==> src/shared/pmr_consts.vh <==
// Purpose: Constants for the peripheral map and identifier router
// Assumes: 32-bit byte addresses, 32 identifiers
// Notes: Windows are 16 KB, numbered from the region base
`ifndef PMR_CONSTS_VH
`define PMR_CONSTS_VH
`define PMR_REGION_BASE 32'hFFFA0000
`define PMR_REGION_LAST 32'hFFFEFFFF
`define PMR_WIN_SHIFT 14
`define PMR_WIN_COUNT 20
`define PMR_WIN_IDX_W 5
`define PMR_ADDR_W 32
`define PMR_ID_COUNT 32
`define PMR_USER_COUNT 14
`define PMR_ACCESS_NONE 2'h0
`define PMR_ACCESS_HIT 2'h1
`define PMR_ACCESS_MISS 2'h2
// Clock enables run out of reset
`define PMR_TIMER_EN_ON 3'h7
`define PMR_USER_EN_ON 14'h3FFF
// Window numbers in ascending address order
`define PMR_WIN_TIMER 5'h00
`define PMR_WIN_USB 5'h01
`define PMR_WIN_CONV 5'h02
`define PMR_WIN_SERIAL_PERIPH_IF_ZERO 5'h03
`define PMR_WIN_SER0 5'h04
`define PMR_WIN_SER1 5'h05
`define PMR_WIN_USER0 5'h06
// Identifier numbers
`define PMR_ID_FAST 5'h00
`define PMR_ID_SYS 5'h01
`define PMR_ID_IOA 5'h02
`define PMR_ID_IOB 5'h03
`define PMR_ID_SER0 5'h04
`define PMR_ID_SER1 5'h05
`define PMR_ID_SERIAL_PERIPH_IF_ZERO 5'h06
`define PMR_ID_TIMER 5'h07
`define PMR_ID_TIMER1 5'h08
`define PMR_ID_TIMER2 5'h09
`define PMR_ID_USB 5'h0A
`define PMR_ID_CONV 5'h0B
`define PMR_ID_USER0 5'h0C
`define PMR_ID_MASTER_A 5'h1A
`define PMR_ID_MASTER_B 5'h1B
`define PMR_ID_UNUSED0 5'h1C
`define PMR_ID_UNUSED1 5'h1D
`define PMR_ID_EXT0 5'h1E
`define PMR_ID_EXT1 5'h1F
`endif

==> src/rtl/pmr_router.v <==
// Purpose: Peripheral region decoder, interrupt source routing and clock-gate routing
// Assumes: One clock, synchronous active-high reset, one clock enable
// Notes: All outputs are registered, so selects and peripheral sources lag their causes by one cycle; pin sources also pass the synchroniser
`timescale 1ns/10ps
`default_nettype none
`include "pmr_consts.vh"

module pmr_router
(
  // Clock, reset, enable
  input wire CLK_SYS,
  input wire RST,
  input wire CE,
  // Master access request
  input wire ACC_VALID,
  input wire [31:0] ACC_ADDR,
  // Access decode results
  output reg [19:0] WIN_SEL,
  output reg [1:0] ACC_RESULT,
  // System peripheral interrupts
  input wire IRQ_DRAM,
  input wire IRQ_DEBUG,
  input wire IRQ_PIT,
  input wire IRQ_RTT,
  input wire IRQ_WDOG,
  input wire IRQ_RSTC,
  input wire IRQ_PMC,
  // Peripheral interrupts
  input wire IRQ_IOA,
  input wire IRQ_IOB,
  input wire IRQ_SER0,
  input wire IRQ_SER1,
  input wire IRQ_SERIAL_PERIPH_IF_ZERO,
  input wire [2:0] IRQ_TIMER,
  input wire IRQ_USB,
  input wire IRQ_CONV,
  input wire [13:0] IRQ_USER,
  input wire IRQ_MASTER_A,
  input wire IRQ_MASTER_B,
  // External interrupt pins, asynchronous
  input wire FAST_INT_PIN,
  input wire EXT_INT0_PIN,
  input wire EXT_INT1_PIN,
  // Clock enables from the power manager, indexed by identifier
  input wire [31:0] PCLK_EN_ID,
  // Interrupt controller sources, indexed by identifier
  output reg [31:0] INT_SRC,
  // Per-peripheral clock enables
  output reg SYS_CLK_EN,
  output reg IOA_CLK_EN,
  output reg IOB_CLK_EN,
  output reg SER0_CLK_EN,
  output reg SER1_CLK_EN,
  output reg SERIAL_PERIPH_IF_ZERO_CLK_EN,
  output reg [2:0] TIMER_CLK_EN,
  output reg USB_CLK_EN,
  output reg CONV_CLK_EN,
  output reg [13:0] USER_CLK_EN,
  output reg MASTER_A_CLK_EN,
  output reg MASTER_B_CLK_EN
);

  // ==========================================================
  // Helpers
  // ==========================================================
  // Region membership, used for decode and miss reporting
  function in_region;
    input [31:0] a;
    begin
      in_region = (a >= `PMR_REGION_BASE) && (a <= `PMR_REGION_LAST);
    end
  endfunction

  // Window number: offset from base divided by 16 KB
  function [4:0] win_index;
    input [31:0] a;
    reg [31:0] off;
    begin
      off = a - `PMR_REGION_BASE;
      win_index = off[`PMR_WIN_SHIFT+`PMR_WIN_IDX_W-1:`PMR_WIN_SHIFT];
    end
  endfunction

  // ==========================================================
  // Pin synchronisers
  // ==========================================================
  reg [2:0] fast_sync_reg;
  reg [2:0] ext0_sync_reg;
  reg [2:0] ext1_sync_reg;
  reg fast_level_reg;
  reg ext0_level_reg;
  reg ext1_level_reg;

  // Three stages; level changes only when stages two and three agree
  always @(posedge CLK_SYS)
  begin
    if (RST)
    begin
      fast_sync_reg <= 3'h0;
      ext0_sync_reg <= 3'h0;
      ext1_sync_reg <= 3'h0;
      fast_level_reg <= 1'b0;
      ext0_level_reg <= 1'b0;
      ext1_level_reg <= 1'b0;
    end
    else if (CE)
    begin
      fast_sync_reg <= {fast_sync_reg[1:0], FAST_INT_PIN};
      ext0_sync_reg <= {ext0_sync_reg[1:0], EXT_INT0_PIN};
      ext1_sync_reg <= {ext1_sync_reg[1:0], EXT_INT1_PIN};
      if (fast_sync_reg[1] == fast_sync_reg[2])
        fast_level_reg <= fast_sync_reg[2];
      if (ext0_sync_reg[1] == ext0_sync_reg[2])
        ext0_level_reg <= ext0_sync_reg[2];
      if (ext1_sync_reg[1] == ext1_sync_reg[2])
        ext1_level_reg <= ext1_sync_reg[2];
    end
  end

  // ==========================================================
  // Address decode
  // ==========================================================
  reg [19:0] win_sel_next;
  reg [1:0] acc_result_next;
  reg [4:0] widx;

  // One-hot select; no select at all outside the region
  always @*
  begin
    widx = win_index(ACC_ADDR);
    win_sel_next = 20'h00000;
    acc_result_next = `PMR_ACCESS_NONE;
    if (ACC_VALID)
    begin
      if (in_region(ACC_ADDR))
      begin
        win_sel_next[widx] = 1'b1;
        acc_result_next = `PMR_ACCESS_HIT;
      end
      else
        acc_result_next = `PMR_ACCESS_MISS;
    end
  end

  // ==========================================================
  // Interrupt source routing
  // ==========================================================
  reg [31:0] int_src_next;

  // Each identifier bit carries its peripheral's interrupt; bits 8, 9, 28 and 29 stay low
  always @*
  begin
    int_src_next = 32'h00000000;
    int_src_next[`PMR_ID_FAST] = fast_level_reg;
    int_src_next[`PMR_ID_SYS] = IRQ_DRAM | IRQ_DEBUG | IRQ_PIT | IRQ_RTT | IRQ_WDOG | IRQ_RSTC | IRQ_PMC;
    int_src_next[`PMR_ID_IOA] = IRQ_IOA;
    int_src_next[`PMR_ID_IOB] = IRQ_IOB;
    int_src_next[`PMR_ID_SER0] = IRQ_SER0;
    int_src_next[`PMR_ID_SER1] = IRQ_SER1;
    int_src_next[`PMR_ID_SERIAL_PERIPH_IF_ZERO] = IRQ_SERIAL_PERIPH_IF_ZERO;
    // Shared source; software must poll all three channels
    int_src_next[`PMR_ID_TIMER] = |IRQ_TIMER;
    int_src_next[`PMR_ID_USB] = IRQ_USB;
    int_src_next[`PMR_ID_CONV] = IRQ_CONV;
    int_src_next[`PMR_ID_USER0+:`PMR_USER_COUNT] = IRQ_USER;
    int_src_next[`PMR_ID_MASTER_A] = IRQ_MASTER_A;
    int_src_next[`PMR_ID_MASTER_B] = IRQ_MASTER_B;
    int_src_next[`PMR_ID_EXT0] = ext0_level_reg;
    int_src_next[`PMR_ID_EXT1] = ext1_level_reg;
  end

  // ==========================================================
  // Registered outputs
  // ==========================================================
  // Clock enables default on so peripherals run out of reset
  always @(posedge CLK_SYS)
  begin
    if (RST)
    begin
      WIN_SEL <= 20'h00000;
      ACC_RESULT <= `PMR_ACCESS_NONE;
      INT_SRC <= 32'h00000000;
      SYS_CLK_EN <= 1'b1;
      IOA_CLK_EN <= 1'b1;
      IOB_CLK_EN <= 1'b1;
      SER0_CLK_EN <= 1'b1;
      SER1_CLK_EN <= 1'b1;
      SERIAL_PERIPH_IF_ZERO_CLK_EN <= 1'b1;
      TIMER_CLK_EN <= `PMR_TIMER_EN_ON;
      USB_CLK_EN <= 1'b1;
      CONV_CLK_EN <= 1'b1;
      USER_CLK_EN <= `PMR_USER_EN_ON;
      MASTER_A_CLK_EN <= 1'b1;
      MASTER_B_CLK_EN <= 1'b1;
    end
    else if (CE)
    begin
      WIN_SEL <= win_sel_next;
      ACC_RESULT <= acc_result_next;
      INT_SRC <= int_src_next;
      // System clock is never gated; bit 1 of the enables is ignored
      SYS_CLK_EN <= 1'b1;
      IOA_CLK_EN <= PCLK_EN_ID[`PMR_ID_IOA];
      IOB_CLK_EN <= PCLK_EN_ID[`PMR_ID_IOB];
      SER0_CLK_EN <= PCLK_EN_ID[`PMR_ID_SER0];
      SER1_CLK_EN <= PCLK_EN_ID[`PMR_ID_SER1];
      SERIAL_PERIPH_IF_ZERO_CLK_EN <= PCLK_EN_ID[`PMR_ID_SERIAL_PERIPH_IF_ZERO];
      // Bits 8 and 9 ignored: channels gate only as a group
      TIMER_CLK_EN <= {3{PCLK_EN_ID[`PMR_ID_TIMER]}};
      USB_CLK_EN <= PCLK_EN_ID[`PMR_ID_USB];
      CONV_CLK_EN <= PCLK_EN_ID[`PMR_ID_CONV];
      USER_CLK_EN <= PCLK_EN_ID[`PMR_ID_USER0+:`PMR_USER_COUNT];
      MASTER_A_CLK_EN <= PCLK_EN_ID[`PMR_ID_MASTER_A];
      MASTER_B_CLK_EN <= PCLK_EN_ID[`PMR_ID_MASTER_B];
    end
  end

endmodule // pmr_router
`default_nettype wire

==> config.mk <==
export PLATFORM = sky130hd
export DESIGN_NAME = pmr_router
export DESIGN_NICKNAME = d
export VERILOG_FILES = /design/src/rtl/pmr_router.v
export VERILOG_INCLUDE_DIRS = /design/src /design/src/shared
export SDC_FILE = /design/constraint.sdc
export NUM_CORES = 1
export LEC_CHECK = 0
export BUFFER_PORTS_ARGS = -buffer_cell sky130_fd_sc_hd__clkbuf_2
export CELL_PAD_IN_SITES_DETAIL_PLACEMENT = 1
export CELL_PAD_IN_SITES_GLOBAL_PLACEMENT = 1
export CORE_UTILIZATION = 34
export CTS_CLUSTER_DIAMETER = 150
export DETAILED_ROUTE_END_ITERATION = 12
export GPL_ROUTABILITY_DRIVEN = 0
export GPL_TIMING_DRIVEN = 1
export HOLD_SLACK_MARGIN = 0.15
export PLACE_DENSITY_LB_ADDON = 0.25
export SETUP_SLACK_MARGIN = 0.5
export SLEW_MARGIN = 5
export SYNTH_ARGS = -nofsm -noshare
export SYNTH_HDL_FRONTEND = slang
export SYNTH_SLANG_ARGS = --single-unit
==> constraint.sdc <==
create_clock -name CLK_SYS -period 3 [get_ports CLK_SYS]
set_input_delay 0.6 -clock CLK_SYS [delete_from_list [all_inputs] [get_ports CLK_SYS]]
set_output_delay 0.6 -clock CLK_SYS [all_outputs]
set_load 0.05 [all_outputs]
==> flow_summary.toml, run 1 <==
[worst_hold_path]
hold_class = "reg2reg"
hp-start = "WIN_SEL[12]"
min_path_cells = 2
hold_end = "WIN_SEL[12]"

[floorplan]
die_w_um = 102
dieArea_um2 = 10300
row_count = 36
core_area_um2 = 9680
die_h_um = 102
pin_count = 185
initial_core_util_pct = 34.9

[layout]
layout.nets = 589
syn_to_final_growth_pct = 30.0
final_cells = 623
largest_reg_flops = 28
final_layout_size_suffix_gt1_share_pct = 37.6
reg_top3 = "INT_SRC (28), WIN_SEL (20), USER_CLK_EN (14)"
regMostFlops = "INT_SRC"
design_area_um2 = 4390
diodes = 0

[clock_network]
post_cts_buffers = 0
cts_sinks = 86
cts_resized = 0
numCtsBuffers = 9
clk_latency_ns = 0.35
clockBufferDepth = 2
path_clk_slew_ns = 0.09
root_buffer = "clkbuf_8"
cts_tree = "done"
h-tree-depth = 3
cts_hold_buf = 0

[critical_path]
critical_path.top_delay_family = "simple AND/OR/NAND/NOR gates"
slowest_delay_ns = 0.44
regToRegSetupSlack_ns = 2.25
r2r_end = "ext1_level_reg"
crit_fanout = 12
r2r-start = "ext1_sync_reg[1]"
end_kind = "flop"
arrival_ns = 1.91
worst-path-buf-inv = 1
worstPathRequired_ns = 3.23
reg2reg_depth = 3
start_kind = "input port"
crit_chain = "clkbuf_2 > and4_1 > nand3_1 > o41ai_1"
cp_slowest_cell = "and4_1"
path_class = "in2reg"

[detailed_routing]
totalWireLength_um = 8230
highest_layer = "met4"
wl_met3_um = 656
vias_per_cell = 4.75
ant_nets = 0
drt-wirelength-per-cell_um = 13.2
dr_wl_met2_um = 3980
first_iter_violations = 64
met1_length_um = 3470
drc = 0
vias = 2958
drtPass1Iterations = 4

[sta]
grt_setup_unrepaired = "no"
clock_skew_ns = 0.00836
max_freq_ghz = 0.596
hold_violations = 0
fin_tns_setup_ns = 0
fin_crit_sh_pct = 55.9
setup_violations = 0
drv_slew = 0
period_needed_ns = 1.68
fin_ws_ns = 1.32
worst_pin_slew_ns = 0.663
relSlewSlack_pct = 55.8
holdWs_ns = 0.452

[synthesis]
synth.avg_cell_area_um2 = 9.93
netlist_area_um2 = 3380
yosysMostFrequentCell = "dfxtp_1"
ys_ff_latch = 86
synth_cells = 340
async_flop_share_pct = 0
ys_types = 31
netlist_top_cells_count = "dfxtp_1, mux2i_1, nand2_1"
synth-edff-count = 0
synthTopCellsByArea = "dfxtp_1, mux2i_1, nand2_1, nor2_1, nand4_1"
ys_seq_area_share_pct = 51.0
synth_flop_cell = "dfxtp_1"
yosysWarnings = 0
yosys.area.top_type = "dfxtp_1"
synth_top_area_share_pct = 51.0

[grt]
first_global_vias = 2817
track_usage_pct = 16.4
grt_first_pass_wirelength_um = 13200
antenna_found_initial = 0
grt_max_degree = 43
gr-total-overflow = 0

[run]
maxCapViolCount = 0

[place]
portBuffers = 157
pre_cts_ws_ns = 0.959
dpl.hpwl_um = 6200
placed_cells = 607
dpl_cell_area_um2 = 4190

[pwr]
p_leak_nw = 2.11
power_density_nw_per_um2 = 553
ir_worst_vdd_mv = 0.181

[status]
status = "complete, no violations"
worst min-delay path, cell delays in order (launching register included):
cell     delay, ns
dfxtp_1       0.32
nand2_1       0.05
o21ai_1       0.05
metal layers:
layer | track usage (%) | up-vias
met5 | 0 | -
met4 | 6.35 | 0
met3 | 5.18 | 12
met2 | 28.8 | 103
met1 | 18.4 | 1382
li1 | - | 1461
final cells by class:
type / count / area (um2)
Tap cell: 133 / 166
Timing Repair Buffer: 160 / 823
Sequential cell: 86 / 1720
Fill cell: 1190 / 5290
Clock inverter: 6 / 70.1
Inverter: 2 / 7.51
Clock buffer: 10 / 128
Multi-Input combinational cell: 226 / 1470
layout by cell type, fill, tap and decap left out, drive strengths merged:
master and instances:
a311oi 2, nor4 1, and4b 2, nor3 2
a21o 3, o41ai 1, mux2i 59, clkbuf 166
buf 4, bufinv 1, and3 1, inv 4
nand4 20, dfxtp 86, and4 3, o211a 1
nand2 49, o21ai 23, and4bb 4, conb 5
a21oi 3, a211oi 2, clkinvlp 3, nor4b 2
nor2 38, nand3 4, a311o 1
metrics by stage:
step / utilization [%] / power (mW)
2_1_floorplan: - / 1.53
3_3_place_gp: 43.3 / 1.63
3_5_place_dp: 43.3 / 1.64
4_1_cts: 45.3 / 2.47
5_1_grt: 45.3 / 2.55
6_report: 45.3 / 2.43
cells by family after synthesis:
group / after synthesis / share of synthesized area (%)
flops: 86 / 51.0
mux: 59 / 17.5
other cells: 2 / 0.222
compound gates: 36 / 6.56
buf+inv: 31 / 5.71
simple gates: 126 / 19.0
where the power goes:
group	internal (mW)	total [mW]	leakage [nW]	switching [mW]
sequential	1.19	1.21	0.705	0.0237
clock	0.391	0.817	0.0895	0.426
combinational	0.123	0.402	1.31	0.279
total	1.70	2.43	2.11	0.728
worst max path at each step:
| stage | slack [ns] | to | cells after the start | from |
|---|---|---|---|---|
| after detailed placement | 0.96 | ACC_RESULT[0] | 4 | ACC_ADDR[27] |
| after CTS | 1.33 | TIMER_CLK_EN[2] | 1 | TIMER_CLK_EN[0] |
| after global routing | 1.15 | ACC_RESULT[0] | 4 | ACC_ADDR[27] |
| final | 1.32 | ACC_RESULT[0] | 4 | ACC_ADDR[27] |
| after floorplan | 1.47 | TIMER_CLK_EN[1] | 1 | TIMER_CLK_EN[0] |
| after global placement | 0.97 | ACC_RESULT[1] | 3 | RST |
(Power assumes the default switching activity.)
==> inputs of run 2 (changes only) <==
ABC_AREA = 1   (was not set)
CORE_UTILIZATION = 30   (was 34)
clock period = 1.8 ns   (was 3 ns; I/O delays follow)
==> flow_summary.toml, run 2 <==
[status]
status = "complete, no violations"

[clock_network]
cts_sinks = 86
path_clk_slew_ns = 0.10
numCtsBuffers = 9
cts_tree = "done"
post_cts_buffers = 0
root_buffer = "clkbuf_8"
clk_latency_ns = 0.36
h-tree-depth = 3
cts_hold_buf = 0
clockBufferDepth = 2

[layout]
regMostFlops = "INT_SRC"
final_cell_mix = "nand2_1, nor2_1, clkbuf_2"
final_cells = 727
reg_top3 = "INT_SRC (28), WIN_SEL (20), USER_CLK_EN (14)"
final_core_util_pct = 47.2
syn_to_final_growth_pct = 53.3
diodes = 0
largest_reg_flops = 28
final_layout_size_suffix_gt1_share_pct = 38.0
layout.nets = 686
layout_commonest_cell = "nand2_1"

[synthesis]
netlist_top_cells_count = "nand2_1, nor2_1, dfxtp_1"
netlist_area_um2 = 3320
ys_ff_latch = 86
synthSimpleGateAreaFrac_pct = 30.2
synth_flop_cell = "dfxtp_1"
synth_compound_area_share_pct = 10.4
synthTopCellsByArea = "dfxtp_1, nand2_1, nor2_1, o21ai_0, nand3_1"
synth_top_area_share_pct = 51.8
yosysWarnings = 0
yosys.area_share.adder_pct = 0
synth-edff-count = 0
yosysMostFrequentCell = "nand2_1"
async_flop_share_pct = 0
synth_cells = 440
ys_types = 20
yosys.area.top_type = "dfxtp_1"
muxShareOfSynthArea_pct = 0
synth-xor-area-share_pct = 0
synth_top_family_by_area = "simple AND/OR/NAND/NOR gates"
synth.avg_cell_area_um2 = 7.55
ys_seq_area_share_pct = 51.8

[grt]
first_global_vias = 3388
grt_first_pass_wirelength_um = 15900
gr-total-overflow = 0
track_usage_pct = 17.5
use_met1_pct = 21.2
top_usage_layer = "met2"
met2_usage_pct = 30.0
antenna_found_initial = 0
grt_max_degree = 62
grt_util_met3_pct = 3.81

[detailed_routing]
drc = 0
first_iter_violations = 231
totalWireLength_um = 10200
vias = 3429
drt-wirelength-per-cell_um = 14.0
vias_per_cell = 4.72
ant_nets = 0
drtPass1Iterations = 4

[floorplan]
core_area_um2 = 10800
pin_count = 185
die_w_um = 107
initial_core_util_pct = 30.8
dieArea_um2 = 11500
die_h_um = 107
row_count = 38

[worst_hold_path]
hold_class = "in2reg"

[critical_path]
crit_chain = "clkbuf_8"
worst-path-buf-inv = 1
worstPathRequired_ns = 1.44
start_kind = "flop"
path_class = "reg2out"
slowest_delay_ns = 0.38
critical_path.top_delay_family = "flip-flops"
arrival_ns = 0.92
cp_slowest_cell = "dfxtp_4"
crit_fanout = 4
end_kind = "output port"

[sta]
max_freq_ghz = 0.784
fin_crit_sh_pct = 70.9
setup_violations = 0
fin_tns_setup_ns = 0
grt_setup_unrepaired = "yes"
holdWs_ns = 0.201
hold_violations = 0
clock_skew_ns = 0.00452
drv_slew = 0
period_needed_ns = 1.28

[pwr]
ir_worst_vdd_mv = 0.355
power_density_nw_per_um2 = 837
p_leak_nw = 2.27
power.total_mw = 4.27

[place]
dpl.hpwl_um = 6540
placed_cells = 710
portBuffers = 157

[run]
maxCapViolCount = 0
run 2: metrics by stage:
step,worst slack (ns),instance area [um2]
after floorplan,0.507,3330
after global placement,0.329,4170
after detailed placement,0.261,4170
after CTS,0.456,5030
after global routing,0.484,5090
final,0.524,5090
run 2: final cells by class:
| class | count | area [um2] |
|---|---|---|
| clock buffer | 9 | 124 |
| clock inverter | 7 | 62.6 |
| fill | 1314 | 5700 |
| inverter | 8 | 30.0 |
| multi-input combinational | 312 | 1370 |
| sequential | 86 | 1770 |
| tap | 140 | 175 |
| timing repair buffer | 165 | 1560 |
run 2: routing by layer:
metal | part of all wire, % | vias up
met5 | 0 | -
met3 | 5.8 | 11
met4 | 1.3 | 0
met1 | 44 | 1595
li1 | - | 1711
met2 | 49 | 112
run 2: final timing paths:
check	from	endpoint	slack (ns)	cells after the start
min reg2reg	SERIAL_PERIPH_IF_ZERO_CLK_EN	SERIAL_PERIPH_IF_ZERO_CLK_EN	0.47	2
max reg2reg	INT_SRC[14]	INT_SRC[14]	1.01	2
max	TIMER_CLK_EN[0]	TIMER_CLK_EN[2]	0.52	1
min	PCLK_EN_ID[27]	MASTER_B_CLK_EN	0.20	3
run 2: power by group:
part | internal, mW | total [mW] | switching [mW]
logic | 0.330 | 0.888 | 0.558
clock network | 0.533 | 1.31 | 0.778
registers | 2.00 | 2.07 | 0.0638
total | 2.87 | 4.27 | 1.40
run 2: logic make-up (layout without fill, tap and decap cells):
kind of cell    count (synthesis)  count (layout)
compound gates                 69              69
simple gates                  237             238
other cells                     2               5
buf+inv                        46             189
flops                          86              86
run 2: repair_timing:
action | 4_1_cts | 5_1_grt
gates resized for setup | 166 | 47
pin swaps | 0 | 1
gates cloned | 0 | 1
endpoints found under the hold margin | 0 | 0
endpoints found under the setup margin | 76 | 49
==> inputs of run 3 (changes only) <==
CORE_UTILIZATION = 27   (was 30)
clock period = 1.05 ns   (was 1.8 ns; I/O delays follow)
==> flow_summary.toml, run 3 (synthesis gave the netlist of run 2 again) <==
[status]
status = "complete, but fails checks"
violations = "negative setup slack"

[pwr]
clkPwrFrac_pct = 36.1
pwr-share-seq_pct = 39.2
p_int_mw = 6.33
sw_frac_of_total_pct = 29.8
p_leak_nw = 3.10
p_comb_share_pct = 24.7
ir_worst_vdd_mv = 0.584
p_switching_mw = 2.69
power_density_nw_per_um2 = 1240
power.total_mw = 9.03

[layout]
diodes = 0
reg_top3 = "INT_SRC (28), WIN_SEL (20), USER_CLK_EN (14)"
register_area_um2 = 1990
syn_to_final_growth_pct = 118
final_cell_mix = "nor2_1, clkbuf_16, clkbuf_2"
largest_reg_flops = 28
layout.nets = 726
design_area_um2 = 7260
regMostFlops = "INT_SRC"
layout_commonest_cell = "nor2_1"
final_layout_size_suffix_gt1_share_pct = 68.1
fillers = 1236
multi_input_area_um2 = 1840

[clock_network]
cts_sinks = 86
clk_latency_ns = 0.34
clockBufferDepth = 2
h-tree-depth = 3
root_buffer = "clkbuf_16"
path_clk_slew_ns = 0.06
numCtsBuffers = 9
cts_tree = "done"

[grt]
grt_max_degree = 50
antenna_found_initial = 0
track_usage_pct = 20.1
first_global_vias = 3959
gr-total-overflow = 0
grt_first_pass_wirelength_um = 19800

[floorplan]
dieArea_um2 = 12800
initial_core_util_pct = 27.7
die_w_um = 113
die_h_um = 113
core_area_um2 = 12000
pin_count = 185
row_count = 40

[critical_path]
regToRegSetupSlack_ns = 0.21
reg2reg_depth = 4
crit_path_start = "USER_CLK_EN[10]"
worstPathRequired_ns = 0.84
crit_chain = "clkbuf_16"
slowest_delay_ns = 0.38
worst-path-buf-inv = 1
crit_fanout = 2
cp_slowest_cell = "dfxtp_4"
arrival_ns = 0.89
r2r-start = "WIN_SEL[17]"
crit_end = "USER_CLK_EN[10]"
end_kind = "output port"
cp.depth = 1
start_kind = "flop"
critical_path.top_delay_family = "flip-flops"
r2r_end = "WIN_SEL[17]"
path_class = "reg2out"

[sta]
fin_tns_setup_ns = -1.49
period_needed_ns = 1.10
holdWs_ns = 0.0925
hold_violations = 0
fin_crit_sh_pct = 105
max_freq_ghz = 0.910
grt_setup_unrepaired = "yes"
fin_ws_ns = -0.0486
setup_violations = 71
clock_skew_ns = 0.00502
drv_slew = 0

[detailed_routing]
first_iter_violations = 123
drt-wirelength-per-cell_um = 18.2
drc = 0
drtPass1Iterations = 4
ant_nets = 0
vias = 3745
vias_per_cell = 4.84
totalWireLength_um = 14100

[worst_hold_path]
hold_class = "in2reg"
hp-start = "PCLK_EN_ID[19]"

[place]
pre_cts_ws_ns = -0.169
dpl.hpwl_um = 7220
portBuffers = 157
dpl_cell_area_um2 = 4570

[run]
maxCapViolCount = 0
==> run 3: cell types whose count changed in the layout (fill, tap and decap cells not counted), sizes merged <==
| cell | delta |
|---|---|
| clkbuf | +11 |
| buf | +32 |
| nor2 | -1 |
| bufinv | +1 |
| inv | -3 |
==> run 3: how the worst min path moves through the flow <==
stage | endpoint | slack, ns | depth (start not counted)
5_1_grt | IOB_CLK_EN | 0.09 | 3
6_report | USER_CLK_EN[7] | 0.09 | 3
2_1_floorplan | INT_SRC[7] | 0.33 | 2
3_3_place_gp | USER_CLK_EN[6] | 0.42 | 3
3_5_place_dp | SER1_CLK_EN | 0.43 | 3
4_1_cts | SER1_CLK_EN | 0.07 | 3
==> run 3: power groups by stage <==
stage	sequential [mW]	combinational, mW	clock [mW]
3_5_place_dp	3.51	1.35	0
2_1_floorplan	3.99	0.483	0
4_1_cts	3.52	1.96	3.32
5_1_grt	3.56	2.34	3.45
6_report	3.54	2.23	3.26
3_3_place_gp	3.49	1.32	0
==> run 3: stage by stage <==
step	cells	utilization (%)
2_1_floorplan	443	-
3_3_place_gp	725	38.0
3_5_place_dp	725	38.0
4_1_cts	749	55.6
5_1_grt	774	60.4
6_report	774	60.4
==> run 3: worst register-to-register path, stage by stage (launching register included) <==
cell     delay (ns)
dfxtp_2        0.33
buf_4          0.13
buf_4          0.13
nand2_1        0.06
a21oi_1        0.06
==> run 3: final cells by class <==
class,count,area share [%]
repair buffers,206,39.9
well taps,147,2.53
clock buffers,11,3.34
clock inverters,5,0.776
inverters,8,0.552
flip-flops and latches,86,27.5
multi-input cells,311,25.4
==> run 3: what timing repair did <==
| action | 4_1_cts | 5_1_grt |
|---|---|---|
| endpoints found under the setup margin | 162 | 162 |
| resized for setup | 337 | 101 |
| setup buffers | 5 | 23 |
| cloned | 3 | 2 |
| hold endpoints to repair | 52 | 47 |
| pin swaps | 15 | 23 |
==> run 3: per-layer routing <==
layer / vias to the layer above / GRT usage [%] / wire (um)
met4: 0 / 11.1 / 500
met2: 114 / 38.4 / 7740
met1: 1780 / 20.3 / 5310
met5: - / 0 / 0
met3: 39 / 4.34 / 551
li1: 1812 / - / -
